$ cat src/logic/usb_regs_pkg.sv
// Package: register map, field positions, reset values and carrier types
`default_nettype none
package usb_regs_pkg;

    // ------------------------------------------------------------
    // Register byte offsets
    // ------------------------------------------------------------
    localparam logic [7:0] OFF_CONFIG_REPORT  = 8'h00;  // Build options, read only
    localparam logic [7:0] OFF_DEVICE_CONTROL = 8'h04;  // Device control
    localparam logic [7:0] OFF_EP_FIFO_BASE   = 8'h20;  // Endpoint 0 port; endpoint n at base + 4n
    localparam int         NUM_EP             = 5;      // Endpoints 0 through 4

    // ------------------------------------------------------------
    // Configuration report field positions
    // ------------------------------------------------------------
    localparam int CFG_RX_MERGE_BIT  = 7;
    localparam int CFG_TX_SPLIT_BIT  = 6;
    localparam int CFG_BIG_ENDIAN    = 5;
    localparam int CFG_HB_ISO_RX_BIT = 4;
    localparam int CFG_HB_ISO_TX_BIT = 3;
    localparam int CFG_DYN_FIFO_BIT  = 2;
    localparam int CFG_SOFT_CONN_BIT = 1;
    localparam int CFG_PATH_WIDE_BIT = 0;
    localparam logic [7:0] CONFIG_REPORT_RESET = 8'h06;  // Dynamic sizing and soft connect built in

    // ------------------------------------------------------------
    // Device control field positions
    // ------------------------------------------------------------
    localparam int DC_ROLE_B_BIT    = 7;
    localparam int DC_FULL_SPD_BIT  = 6;
    localparam int DC_LOW_SPD_BIT   = 5;
    localparam int DC_VBUS_HI       = 4;
    localparam int DC_VBUS_LO       = 3;
    localparam int DC_HOST_BIT      = 2;
    localparam int DC_RESERVED_BIT  = 1;
    localparam int DC_SESSION_BIT   = 0;
    localparam logic [1:0] DC_SW_RESET = 2'h0;   // Session and reserved bits after reset
    localparam logic [7:0] DC_STATUS_RESET = 8'h00;

    // Bus voltage level encoding
    localparam logic [1:0] VBUS_BELOW_SESS_END = 2'h0;
    localparam logic [1:0] VBUS_ABOVE_SESS_END = 2'h1;
    localparam logic [1:0] VBUS_ABOVE_A_VALID  = 2'h2;
    localparam logic [1:0] VBUS_ABOVE_BUS_VALID = 2'h3;

    localparam logic [31:0] DATA_RESET = 32'h0000_0000;

    // ------------------------------------------------------------
    // Carrier types
    // ------------------------------------------------------------
    typedef struct packed {
        logic [2:0]  ep;    // Endpoint number
        logic [31:0] data;  // Word
    } ep_word_t;

    typedef struct packed {
        logic       role_is_b;
        logic       full_speed_detected;
        logic       low_speed_detected;
        logic [1:0] vbus_level;
        logic       acting_as_host;
    } link_status_t;

    // APB slave state
    typedef enum logic [1:0] {
        ST_IDLE = 2'b00,
        ST_WAIT = 2'b01,
        ST_DONE = 2'b11
    } apb_state_t;

endpackage
`default_nettype wire

$ cat src/logic/sync2.sv
// Two flip-flop synchroniser for a bus of levels from outside the clock domain
`default_nettype none
module sync2
#(
    parameter int W = 1
)
(
    // Clock and reset
    input  wire logic         pclk,
    input  wire logic         presetn,
    // Levels
    input  wire logic [W-1:0] async_in,
    output logic      [W-1:0] sync_out
);
    logic [W-1:0] meta_q;  // First stage, read only by the second

    // ------------------------------------------------------------
    // Two stages
    // ------------------------------------------------------------
    always_ff @(posedge pclk or negedge presetn)
    begin
        if (!presetn)
        begin
            meta_q   <= '0;
            sync_out <= '0;
        end
        else
        begin
            meta_q   <= async_in;
            sync_out <= meta_q;
        end
    end
endmodule
`default_nettype wire

$ cat src/logic/skid_buf2.sv
// Two-entry buffer with valid/ready on both sides
`default_nettype none
module skid_buf2
    import usb_regs_pkg::*;
(
    // Clock and reset
    input  wire logic               pclk,
    input  wire logic               presetn,
    // Fill side
    input  wire logic               in_valid,
    output logic                    in_ready,
    input  wire usb_regs_pkg::ep_word_t in_word,
    // Drain side
    output logic                    out_valid,
    input  wire logic               out_ready,
    output usb_regs_pkg::ep_word_t  out_word
);
    ep_word_t   mem_q [2];   // Two storage slots
    logic       wr_ptr_q;    // Next slot to fill
    logic       rd_ptr_q;    // Next slot to drain
    logic [1:0] count_q;     // Words held

    // ------------------------------------------------------------
    // Handshake decode
    // ------------------------------------------------------------
    wire push = in_valid && in_ready;
    wire pop  = out_valid && out_ready;
    assign in_ready  = (count_q != 2'h2);
    assign out_valid = (count_q != 2'h0);
    assign out_word  = mem_q[rd_ptr_q];

    // Pointers and count; a full buffer stalls the filler
    always_ff @(posedge pclk or negedge presetn)
    begin
        if (!presetn)
        begin
            wr_ptr_q <= 1'b0;
            rd_ptr_q <= 1'b0;
            count_q  <= 2'h0;
        end
        else
        begin
            wr_ptr_q <= wr_ptr_q ^ push;
            rd_ptr_q <= rd_ptr_q ^ pop;
            count_q  <= count_q + {1'b0, push} - {1'b0, pop};
        end
    end

    // Storage, written only on accepted words
    always_ff @(posedge pclk or negedge presetn)
    begin
        if (!presetn)
        begin
            mem_q[0] <= '0;
            mem_q[1] <= '0;
        end
        else if (push)
        begin
            mem_q[wr_ptr_q] <= in_word;
        end
    end
endmodule
`default_nettype wire

$ cat src/logic/usb_config_fifo_device_control_regs.sv
// APB register slice: build options report, endpoint FIFO ports, device control
`default_nettype none

// Summary of operation
// - Bit 7 reports receive bulk merging
// - Bit 6 reports transmit bulk splitting
// - Bit 5 reports byte order, big=1
// - Bits 4,3 report high-bandwidth iso rx/tx
// - Bit 2 reports dynamic FIFO sizing, resets 1
// - Bit 1 reports soft connect, resets 1
// - Bit 0 reports transceiver path width
// - Port write pushes endpoint transmit FIFO
// - Port read pops endpoint receive FIFO
// - Five endpoint ports, each read returning rx_data from the receive FIFO
// - Device control status bits are read only
// - Session and reserved bits are read/write
// - Two bits encode bus voltage level
// - Role bit: 0 A device, 1 B
module usb_config_fifo_device_control_regs
    import usb_regs_pkg::*;
(
    // Clock and reset
    input  wire logic                     pclk,
    input  wire logic                     presetn,
    // APB slave
    input  wire logic                     psel,
    input  wire logic                     penable,
    input  wire logic                     pwrite,
    input  wire logic [7:0]               paddr,
    input  wire logic [31:0]              pwdata,
    output logic [31:0]                   prdata,
    output logic                          pready,
    output logic                          pslverr,
    // Build straps, sampled once after reset release
    input  wire logic [7:0]               build_options,
    // Transmit FIFO side (to endpoint FIFOs)
    output logic                          tx_valid,
    input  wire logic                     tx_ready,
    output usb_regs_pkg::ep_word_t        tx_word,
    // Receive FIFO side (from endpoint FIFOs)
    output logic                          rx_pop,
    output logic [2:0]                    rx_pop_ep,
    input  wire logic                     rx_valid,
    input  wire logic [31:0]              rx_data,
    // Transceiver status pins
    input  wire usb_regs_pkg::link_status_t link_status_async,
    // Session control out to the transceiver
    output logic                          session_req
);

    // ------------------------------------------------------------
    // Declarations
    // ------------------------------------------------------------
    apb_state_t   state_q;          // APB access sequencer
    apb_state_t   state_d;
    logic [7:0]   config_q;         // Captured build options
    logic         strap_taken_q;    // Straps sampled once
    logic [1:0]   dc_sw_q;          // Session and reserved bits
    logic [31:0]  prdata_q;         // Read data register
    logic         pready_q;
    logic         pslverr_q;
    logic         rx_pop_q;
    logic [2:0]   rx_pop_ep_q;
    logic         session_q;
    link_status_t status_s;         // Synchronised pin status
    logic         buf_in_ready;
    logic         buf_out_valid;
    ep_word_t     buf_out_word;
    logic         tx_valid_q;
    ep_word_t     tx_word_q;

    // ------------------------------------------------------------
    // Pin status synchroniser
    // ------------------------------------------------------------
    sync2 #(.W($bits(link_status_t))) u_sync
    (
        .pclk     (pclk),
        .presetn  (presetn),
        .async_in (link_status_async),
        .sync_out (status_s)
    );

    // ------------------------------------------------------------
    // Address decode
    // ------------------------------------------------------------
    wire        setup      = psel && !penable;
    wire        hit_cfg    = (paddr == OFF_CONFIG_REPORT);
    wire        hit_dc     = (paddr == OFF_DEVICE_CONTROL);
    wire [7:0]  ep_off     = paddr - OFF_EP_FIFO_BASE;
    wire        hit_ep     = (paddr >= OFF_EP_FIFO_BASE) && (ep_off[1:0] == 2'h0)
                             && (ep_off[7:2] < 6'(NUM_EP));
    wire [2:0]  ep_num     = ep_off[4:2];
    wire        mapped     = hit_cfg || hit_dc || hit_ep;
    // A port write must wait for buffer room; a read for receive data
    wire        ep_wr_go   = pwrite && hit_ep && buf_in_ready;
    wire        ep_rd_go   = !pwrite && hit_ep && rx_valid;
    wire        plain_go   = !hit_ep;
    wire        can_finish = plain_go || ep_wr_go || ep_rd_go;
    wire        finish     = (state_q == ST_WAIT) && can_finish;

    // Device control read value: status from pins, software bits stored
    wire [7:0]  dc_read = {status_s.role_is_b,
                           status_s.full_speed_detected,
                           status_s.low_speed_detected,
                           status_s.vbus_level,
                           status_s.acting_as_host,
                           dc_sw_q};

    wire [31:0] rd_mux = hit_cfg ? {24'h00_0000, config_q} :
                         hit_dc  ? {24'h00_0000, dc_read}  :
                         hit_ep  ? rx_data                 :
                                   DATA_RESET;

    // ------------------------------------------------------------
    // APB sequencer: setup, wait for the side to be ready, answer
    // ------------------------------------------------------------
    always_comb
    begin
        state_d = state_q;
        case (state_q)
            ST_IDLE: if (setup) state_d = ST_WAIT;
            ST_WAIT: if (can_finish) state_d = ST_DONE;
            ST_DONE: state_d = ST_IDLE;
            default: state_d = ST_IDLE;
        endcase
    end

    always_ff @(posedge pclk or negedge presetn)
    begin
        if (!presetn)
            state_q <= ST_IDLE;
        else
            state_q <= state_d;
    end

    // Answer registers: pready is high for exactly the closing cycle
    always_ff @(posedge pclk or negedge presetn)
    begin
        if (!presetn)
        begin
            pready_q  <= 1'b0;
            pslverr_q <= 1'b0;
            prdata_q  <= DATA_RESET;
        end
        else
        begin
            pready_q  <= finish;
            pslverr_q <= finish && !mapped;
            if (finish && !pwrite)
                prdata_q <= rd_mux;
        end
    end

    // ------------------------------------------------------------
    // Build options: caught once after reset, never writable
    // ------------------------------------------------------------
    always_ff @(posedge pclk or negedge presetn)
    begin
        if (!presetn)
        begin
            config_q      <= CONFIG_REPORT_RESET;
            strap_taken_q <= 1'b0;
        end
        else if (!strap_taken_q)
        begin
            // Straps settle through reset; sampling after release avoids a port in reset
            config_q      <= build_options;
            strap_taken_q <= 1'b1;
        end
        // No write path reaches config_q
    end

    // ------------------------------------------------------------
    // Device control software bits
    // ------------------------------------------------------------
    always_ff @(posedge pclk or negedge presetn)
    begin
        if (!presetn)
        begin
            dc_sw_q   <= DC_SW_RESET;
            session_q <= 1'b0;
        end
        else if (finish && pwrite && hit_dc)
        begin
            dc_sw_q   <= pwdata[DC_RESERVED_BIT:DC_SESSION_BIT];
            session_q <= pwdata[DC_SESSION_BIT];
        end
    end

    // ------------------------------------------------------------
    // Receive pop strobe, one cycle per completed port read
    // ------------------------------------------------------------
    always_ff @(posedge pclk or negedge presetn)
    begin
        if (!presetn)
        begin
            rx_pop_q    <= 1'b0;
            rx_pop_ep_q <= 3'h0;
        end
        else
        begin
            rx_pop_q    <= finish && ep_rd_go;
            rx_pop_ep_q <= ep_num;
        end
    end

    // ------------------------------------------------------------
    // Transmit path: buffer absorbs stalls, output stage registered
    // ------------------------------------------------------------
    wire      out_take = !tx_valid_q || tx_ready;
    ep_word_t push_word;
    assign push_word.ep   = ep_num;
    assign push_word.data = pwdata;

    skid_buf2 u_buf
    (
        .pclk      (pclk),
        .presetn   (presetn),
        .in_valid  (finish && ep_wr_go),
        .in_ready  (buf_in_ready),
        .in_word   (push_word),
        .out_valid (buf_out_valid),
        .out_ready (out_take),
        .out_word  (buf_out_word)
    );

    // Output register keeps tx_* straight from flops
    always_ff @(posedge pclk or negedge presetn)
    begin
        if (!presetn)
        begin
            tx_valid_q <= 1'b0;
            tx_word_q  <= '0;
        end
        else if (out_take)
        begin
            tx_valid_q <= buf_out_valid;
            tx_word_q  <= buf_out_word;
        end
    end

    // ------------------------------------------------------------
    // Outputs
    // ------------------------------------------------------------
    assign prdata      = prdata_q;
    assign pready      = pready_q;
    assign pslverr     = pslverr_q;
    assign tx_valid    = tx_valid_q;
    assign tx_word     = tx_word_q;
    assign rx_pop      = rx_pop_q;
    assign rx_pop_ep   = rx_pop_ep_q;
    assign session_req = session_q;

endmodule
`default_nettype wire

$ cat config.mk
export PLATFORM = sky130hd
export DESIGN_NAME = usb_config_fifo_device_control_regs
export DESIGN_NICKNAME = d
export VERILOG_FILES = /design/src/logic/usb_regs_pkg.sv /design/src/logic/sync2.sv /design/src/logic/skid_buf2.sv /design/src/logic/usb_config_fifo_device_control_regs.sv
export SDC_FILE = /design/constraint.sdc
export NUM_CORES = 1
export LEC_CHECK = 0
export BUFFER_PORTS_ARGS = -buffer_cell sky130_fd_sc_hd__buf_2
export CAP_MARGIN = 5
export CORE_ASPECT_RATIO = 1.1
export CORE_MARGIN = 5
export CORE_UTILIZATION = 49
export DETAILED_ROUTE_END_ITERATION = 8
export PLACE_DENSITY = 0.78
export SYNTH_ARGS = -nofsm -noshare
export SYNTH_HDL_FRONTEND = slang
export SYNTH_HIERARCHICAL = 1
export SYNTH_SLANG_ARGS = --single-unit
$ cat constraint.sdc
create_clock -name pclk -period 1.9 [get_ports pclk]
set_input_delay 0.285 -clock pclk [delete_from_list [all_inputs] [get_ports pclk]]
set_output_delay 0.285 -clock pclk [all_outputs]
set_load 0.02 [all_outputs]
==> results of run 1 <==
final cells by class:
| cell class | instances | area [um^2] |
|---|---|---|
| clock buffers | 20 | 436.7 |
| repair buffers | 210 | 1354 |
| clock inverters | 12 | 122.6 |
| well taps | 196 | 245.2 |
| multi-input cells | 299 | 2977 |
| flip-flops and latches | 173 | 4333 |
| inverters | 6 | 35.03 |
| fillers | 1137 | 5493 |
logic make-up (layout without fill, tap and decap cells):
family | Yosys count | count (layout) | synth area share (%)
and+or+nand+nor | 91 | 91 | 5.570
buffers and inverters | 35 | 248 | 4.031
adders and majority gates | 5 | 5 | 0.8363
DFF | 173 | 173 | 57.90
other | 1 | 1 | 0.05013
xor gates and xnor gates | 4 | 4 | 0.4684
AOI/OAI and AO/OA | 46 | 46 | 3.796
muxes | 152 | 152 | 27.35
cells in the mapped netlist:
library cell and number:
a21oi_1 1, a22oi_1 8, a31oi_1 2, and2_1 2
and3_1 1, buf_12 9, buf_2 1, buf_6 3
clkbuf_1 16, conb_1 1, dfrtp_1 171, dfstp_2 2
ha_1 5, inv_1 6, mux2_1 2, mux2_2 61
mux2_4 89, nand2_1 59, nand2b_1 11, nand4bb_1 1
nor2_1 3, nor3_1 7, nor3_2 1, nor3b_1 1
o21a_1 2, o21ai_0 26, o31ai_1 6, o41ai_2 1
or2_1 1, or2_2 1, or3_1 2, or4_1 1
xnor2_1 2, xor2_1 2
power breakdown:
part           switching, mW  total [mW]  leakage, nW  internal, mW
registers              0.213        4.26         2.33          4.04
clock network           1.39        3.31        0.273          1.92
logic                   1.06        2.06         2.25         0.994
layout by cell type, fill, tap and decap left out, types with 2 or more instances in the layout:
master and instances:
a22oi_1 8, a31oi_1 2, and2_4 2, buf_12 10
buf_2 166, buf_4 22, buf_6 2, bufinv_16 2
clkbuf_1 3, clkbuf_16 19, clkinv_2 6, clkinv_4 2
clkinvlp_4 2, dfrtp_1 170, dfstp_2 2, dlygate4sd3_1 7
ha_4 4, inv_1 3, mux2_2 60, mux2_4 92
nand2_1 58, nand2b_1 9, nor2_1 3, nor3_1 7
o21a_1 2, o21ai_0 26, o31ai_1 6, xor2_1 2
per-stage QoR:
step | hold slack [ns] | util (%)
2_1_floorplan | -0.01059 | -
3_3_place_gp | 0.2368 | 58.31
3_5_place_dp | 0.2480 | 58.31
4_1_cts | 0.07466 | 62.61
5_1_grt | 0.07610 | 63.37
6_report | 0.09617 | 63.37
worst max-delay path: stages, from the launching register on:
cell       delay (ns)
dfrtp_1          0.38
nand2b_4         0.15
nand2_2          0.09
nor2_1           0.04
and2_4           0.15
and2_4           0.15
ha_4             0.18
buf_12           0.13
clkbuf_16        0.16
mux2_4           0.30
metal layers:
| layer | share of wire (%) | up-vias | GRT usage, % | routed length (um) |
|---|---|---|---|---|
| met5 | 0 | - | 0 | 0 |
| li1 | - | 2152 | - | - |
| met1 | 40 | 2340 | 23.78 | 6680 |
| met2 | 53 | 151 | 33.95 | 8931 |
| met4 | 3.4 | 0 | 8.212 | 568 |
| met3 | 4.2 | 45 | 4.140 | 718 |
how the worst max path moves through the flow:
stage                           end             start
CTS                 u_buf/mem_q[61]  u_buf/count_q[1]
finish              u_buf/mem_q[47]  u_buf/count_q[0]
detailed placement  u_buf/mem_q[63]          paddr[5]
global route        u_buf/mem_q[61]  u_buf/count_q[1]
global placement    u_buf/mem_q[66]          paddr[5]
floorplan            u_buf/mem_q[0]          paddr[5]
what timing repair did:
item | in CTS | in global routing
hold buffers | 7 | 0
hold endpoints to repair | 45 | 0
setup endpoints to repair | 1 | 70
gates resized for setup | 0 | 5
buffers inserted | 2 | 4
cloned | 0 | 2
sequential cells by signal, summed over array words and instances, names as in the netlist, 2 cells and up:
signal,cells
u_buf/mem_q,70
u_sync/sync_out,6
tx_word,35
u_buf/count_q,2
config_q,8
state_q,2
prdata,32
rx_pop_ep,3
dc_sw_q,2
u_sync/meta_q,6
==> results_dict.tcl, run 1 <==
set metrics [dict create \
    initial_core_util_pct 49.89 \
    crit_type "register to register" \
    finClkSkew_ns 0.01167 \
    synth_fp_nets 605 \
    syn_area_um2 7481 \
    placed_area_um2 8745 \
    synth.area.top_cells "dfrtp_1 57%, mux2_4 18%, mux2_2 9.2%" \
    pre_cts_ws_ns -0.3259 \
    critPathRequiredTime_ns 2.20 \
    crit_arrival_ns 2.15 \
    antenna_found_initial 0 \
    drc 0 \
    fin_crit_ns 1.844 \
    ant_nets 0 \
    syn-instance-count 507 \
    die_y_um 139.6 \
    min_to "config_q[5]" \
    p_leak_nw 4.847 \
    irDropWorstVdd_mv 0.6778 \
    end_kind "register" \
    r2r-end "u_buf/mem_q[47]" \
    status "finished, final reports clean" \
    worstHoldPathCells 2 \
    gr-total-overflow 0 \
    tns_ns 0 \
    cp-start-kind "register" \
    dp_cells 869 \
    yosysSeqAreaShare_pct 57.90 \
    io_buffers 167 \
    p_total_mw 9.627 \
    power.density_nw_per_um2 1013 \
    cts_max_level 4 \
    routed_wl_um 16900 \
    grt_first_pass_wirelength_um 27790 \
    root_buffer "clkbuf_16" \
    dieArea_um2 17840 \
    synth_top_area_share_pct 57.20 \
    fin_nets 805 \
    fp.dieW_um 127.8 \
    clkLatencyLatePin_ns 0.42 \
    grt_usage_pct 19.66 \
    drive_gt1_share_pct 56.39 \
    finalHoldViolCount 0 \
    final_cells 916 \
    clock_tree.buffer_depth 2 \
    drt_iter0_drc 245 \
    avgSynthCellArea_um2 14.76 \
    reg2reg_slack_ns 0.06 \
    drv_slew 0 \
    rows 47 \
    setup_viol 0 \
    place.gp.congestion 0.8089 \
    rsz0062_at_grt "no" \
    fmax_ghz 0.5423 \
    cap_violations 0 \
    cts_buffers 17 \
    antenna_cells 0 \
    fp.coreArea_um2 15000 \
    wire_per_inst_um 18.45 \
    cts_tree "done" \
    dp_hpwl_um 11740 \
    vias 4688 \
    syn2layout_area_growth_pct 27.03 \
    grt_pass1_vias 5326 \
    vias_per_cell 5.118 \
    grt_max_degree 65 \
    critical_path.max_fanout 6 \
    min_path_type "primary input to register" \
    r2r_start "u_buf/count_q[0]" \
    synth_area_leader_cell "dfrtp_1" \
    slew_headroom_pct 65.22 \
    final.period_utilization_pct 97.05 \
    ys_ff_latch 173 \
    yosysUniqueCellTypes 34 \
    worst_pin_slew_ns 0.5218 \
    design_area_um2 9503 \
    min-delay-start "build_options[5]" \
    fin_ws_ns 0.05597 \
    reg2regPathDepth 9 \
    synth_warnings 6 \
    clk_pin_slew_ns 0.06 \
    ios 168 \
    cts_sinks 173 \
    drt_pass1_iterations 4 \
]
(Power assumes the default switching activity.)
==> run 2: changes to the inputs <==
--- a/config.mk
+++ b/config.mk
@@ -5,6 +5,7 @@
 export SDC_FILE = /design/constraint.sdc
 export NUM_CORES = 1
 export LEC_CHECK = 0
+export ABC_AREA = 1
 export BUFFER_PORTS_ARGS = -buffer_cell sky130_fd_sc_hd__buf_2
 export CAP_MARGIN = 5
 export CORE_ASPECT_RATIO = 1.1
==> run 2 against run 1 <==
Effect of this change: register-to-register slack better by 0.14 ns; worst setup slack better by 0.14 ns; cell count up 26%; critical path depth unchanged; synthesized area up 3.4%; cell area up 1.2%; die area up 3.2%; via count up 21%; global-route usage down 0.79 points; critical path type unchanged.
==> results_dict.tcl, run 2 <==
set metrics [dict create \
    status "finished, final reports clean" \
    synth_top_family_by_area "simple AND/OR/NAND/NOR gates" \
    synthArstFlopShare_pct 100.0 \
    cts_sinks 173 \
    ios 168 \
    power.density_nw_per_um2 1206 \
    critPathRequiredTime_ns 2.24 \
    largest_register_ffs 70 \
    drive_gt1_share_pct 41.84 \
    grt_usage_pct 18.88 \
    fp.dieW_um 129.8 \
    grt_first_pass_wirelength_um 27740 \
    io_buffers 167 \
    final.period_utilization_pct 89.62 \
    syn-instance-count 749 \
    design_area_um2 9620 \
    synth-simple-area-share_pct 14.17 \
    fmax_ghz 0.5873 \
    yosysUniqueCellTypes 31 \
    fp.coreArea_um2 15620 \
    syn_area_um2 7736 \
    cp-start-kind "register" \
    syn2layout_area_growth_pct 24.36 \
    synthMuxAreaShare_pct 6.259 \
    antenna_found_initial 0 \
    p_leak_nw 4.713 \
    drv_slew 0 \
    rows 48 \
    cts_resized 0 \
    dp_hpwl_um 11870 \
    irDropWorstVdd_mv 0.6348 \
    antenna_cells 0 \
    root_buffer "clkbuf_16" \
    regMostFlops "u_buf/mem_q" \
    vias_per_cell 4.912 \
    drt_iter0_drc 263 \
    drc 0 \
    place.gp.congestion 0.8856 \
    synth_fp_nets 847 \
    fin_crit_ns 1.703 \
    synthXorXnorAreaFrac_pct 0 \
    max_stage_delay_ns 0.38 \
    dieArea_um2 18400 \
    cap_violations 0 \
    clk_pin_slew_ns 0.06 \
    synth_compound_area_share_pct 13.39 \
    placed_area_um2 8937 \
    fin_nets 1041 \
    vias 5678 \
    synthTopCellsByCount "211 x nand2_1, 171 x dfrtp_1, 100 x o21ai_2" \
    setup_viol 0 \
    synth.area.top_cells "dfrtp_1 55%, o21ai_2 11%, nand2_1 10%" \
    min_path_type "primary input to register" \
    initial_core_util_pct 49.54 \
    yosysMostFrequentCell "nand2_1" \
    gr-total-overflow 0 \
    critical_path.max_fanout 29 \
    cp_cell_sequence "nor2_1 -> inv_1 -> nor3_2 -> nand2_1 -> inv_1 -> ha_4 -> buf_12 -> nand2_1 -> o21ai_2" \
    synth_area_leader_cell "dfrtp_1" \
    avgSynthCellArea_um2 10.33 \
    synth_fa_ha_area_share_pct 0.8087 \
    finalHoldViolCount 0 \
    end_kind "register" \
    clock_tree.buffer_depth 2 \
    synth_warnings 6 \
    grt_max_degree 57 \
    ant_nets 0 \
    finClkSkew_ns 0.01115 \
    cts_buffers 17 \
    drt_pass1_iterations 4 \
    p_total_mw 11.60 \
    clkLatencyLatePin_ns 0.42 \
    layout_commonest_cell "nand2_1" \
    wire_per_inst_um 14.29 \
    yosysSeqAreaShare_pct 55.99 \
    routed_wl_um 16520 \
    crit_arrival_ns 2.04 \
    cts_max_level 4 \
    synth-edff-count 0 \
    final_cell_mix "209 x nand2_1, 170 x dfrtp_1, 166 x buf_2, 100 x o21ai_2, 94 x inv_1" \
    grt_pass1_vias 5815 \
    ys.flop_type "dfrtp_1" \
    cts_tree "done" \
    ys_ff_latch 173 \
    critPathSlowestCell "dfrtp_1" \
    synth_top_area_share_pct 55.31 \
    rsz0062_at_grt "no" \
    die_y_um 141.8 \
    crit_type "register to register" \
]
run 2: cell count changes after synthesis, sizes merged, moves of 4 or more:
cell    previous run  this run
nand2             59       214
mux2             152        43
o21ai             26       129
inv                6        97
nand3              0        30
buf               13        31
clkbuf            16         5
nand2b            11         0
a22oi              8         0
nor2               3        11
o31ai              6         1
nor3               8         4
run 2: worst paths after layout:
kind | from | endpoint | slack, ns | cells after the start
worst max-delay path | state_q[1] | u_buf/mem_q[9] | 0.20 | 9
worst min-delay path | penable | state_q[0] | 0.04 | 2
worst min register to register | u_sync/meta_q[4] | u_sync/sync_out[4] | 0.35 | 0
worst max register to register | state_q[1] | u_buf/mem_q[9] | 0.20 | 9
min in group asynchronous | presetn | u_buf/mem_q[22] | 0.36 | 2
max in group asynchronous | presetn | config_q[2] | 0.89 | 3
run 2: final cells by class:
cell class	count	area, um^2
repair buffers	211	1315
multi-input cells	443	2733
clock buffers	23	478.0
clock inverters	9	135.1
fillers	1299	5995
inverters	97	374.1
flip-flops and latches	173	4335
well taps	200	250.2
run 2: through the flow:
| stage | setup TNS [ns] | utilization (%) | instances | hold WS (ns) | worst slack [ns] |
|---|---|---|---|---|---|
| 2_1_floorplan | 0 | - | 749 | -0.01059 | 0.0005848 |
| 3_3_place_gp | -11.76 | 57.24 | 1117 | 0.2354 | -0.1797 |
| 3_5_place_dp | -15.31 | 57.24 | 1117 | 0.2384 | -0.2405 |
| 4_1_cts | 0 | 61.61 | 1156 | 0.01943 | 0.1563 |
| 5_1_grt | 0 | 61.61 | 1156 | 0.03901 | 0.01055 |
| 6_report | 0 | 61.61 | 1156 | 0.03712 | 0.1972 |
run 2: critical path, delay by kind of cell, from the launching register on:
kind                       cells  cell delay (ns)
and+or+nand+nor                4             0.52
adders and majority gates      1             0.20
buffers and inverters          3             0.46
DFF                            1             0.38
AOI/OAI and AO/OA              1             0.06
run 2: what timing repair did:
action                                 CTS  global route
setup buffers                            0             0
endpoints found under the hold margin   42             0
hold buffers                             7             0
run 2: kinds of logic after synthesis:
kind of cell,after synthesis
muxes,43
other,1
and+or+nand+nor,263
adders and majority gates,5
DFF,173
buffers and inverters,133
AOI/OAI and AO/OA,131
run 2: routing by layer:
layer  GRT usage (%)  part of all wire (%)
met1           24.33                    42
met2           30.33                    51
met3           3.765                   4.6
met4           9.409                   3.2
met5               0                     0
run 2: report_power, final:
group / switching [mW] / internal [mW] / leakage, nW
clock network: 1.39 / 2.18 / 0.290
logic: 1.85 / 1.41 / 2.56
registers: 0.420 / 4.36 / 1.86
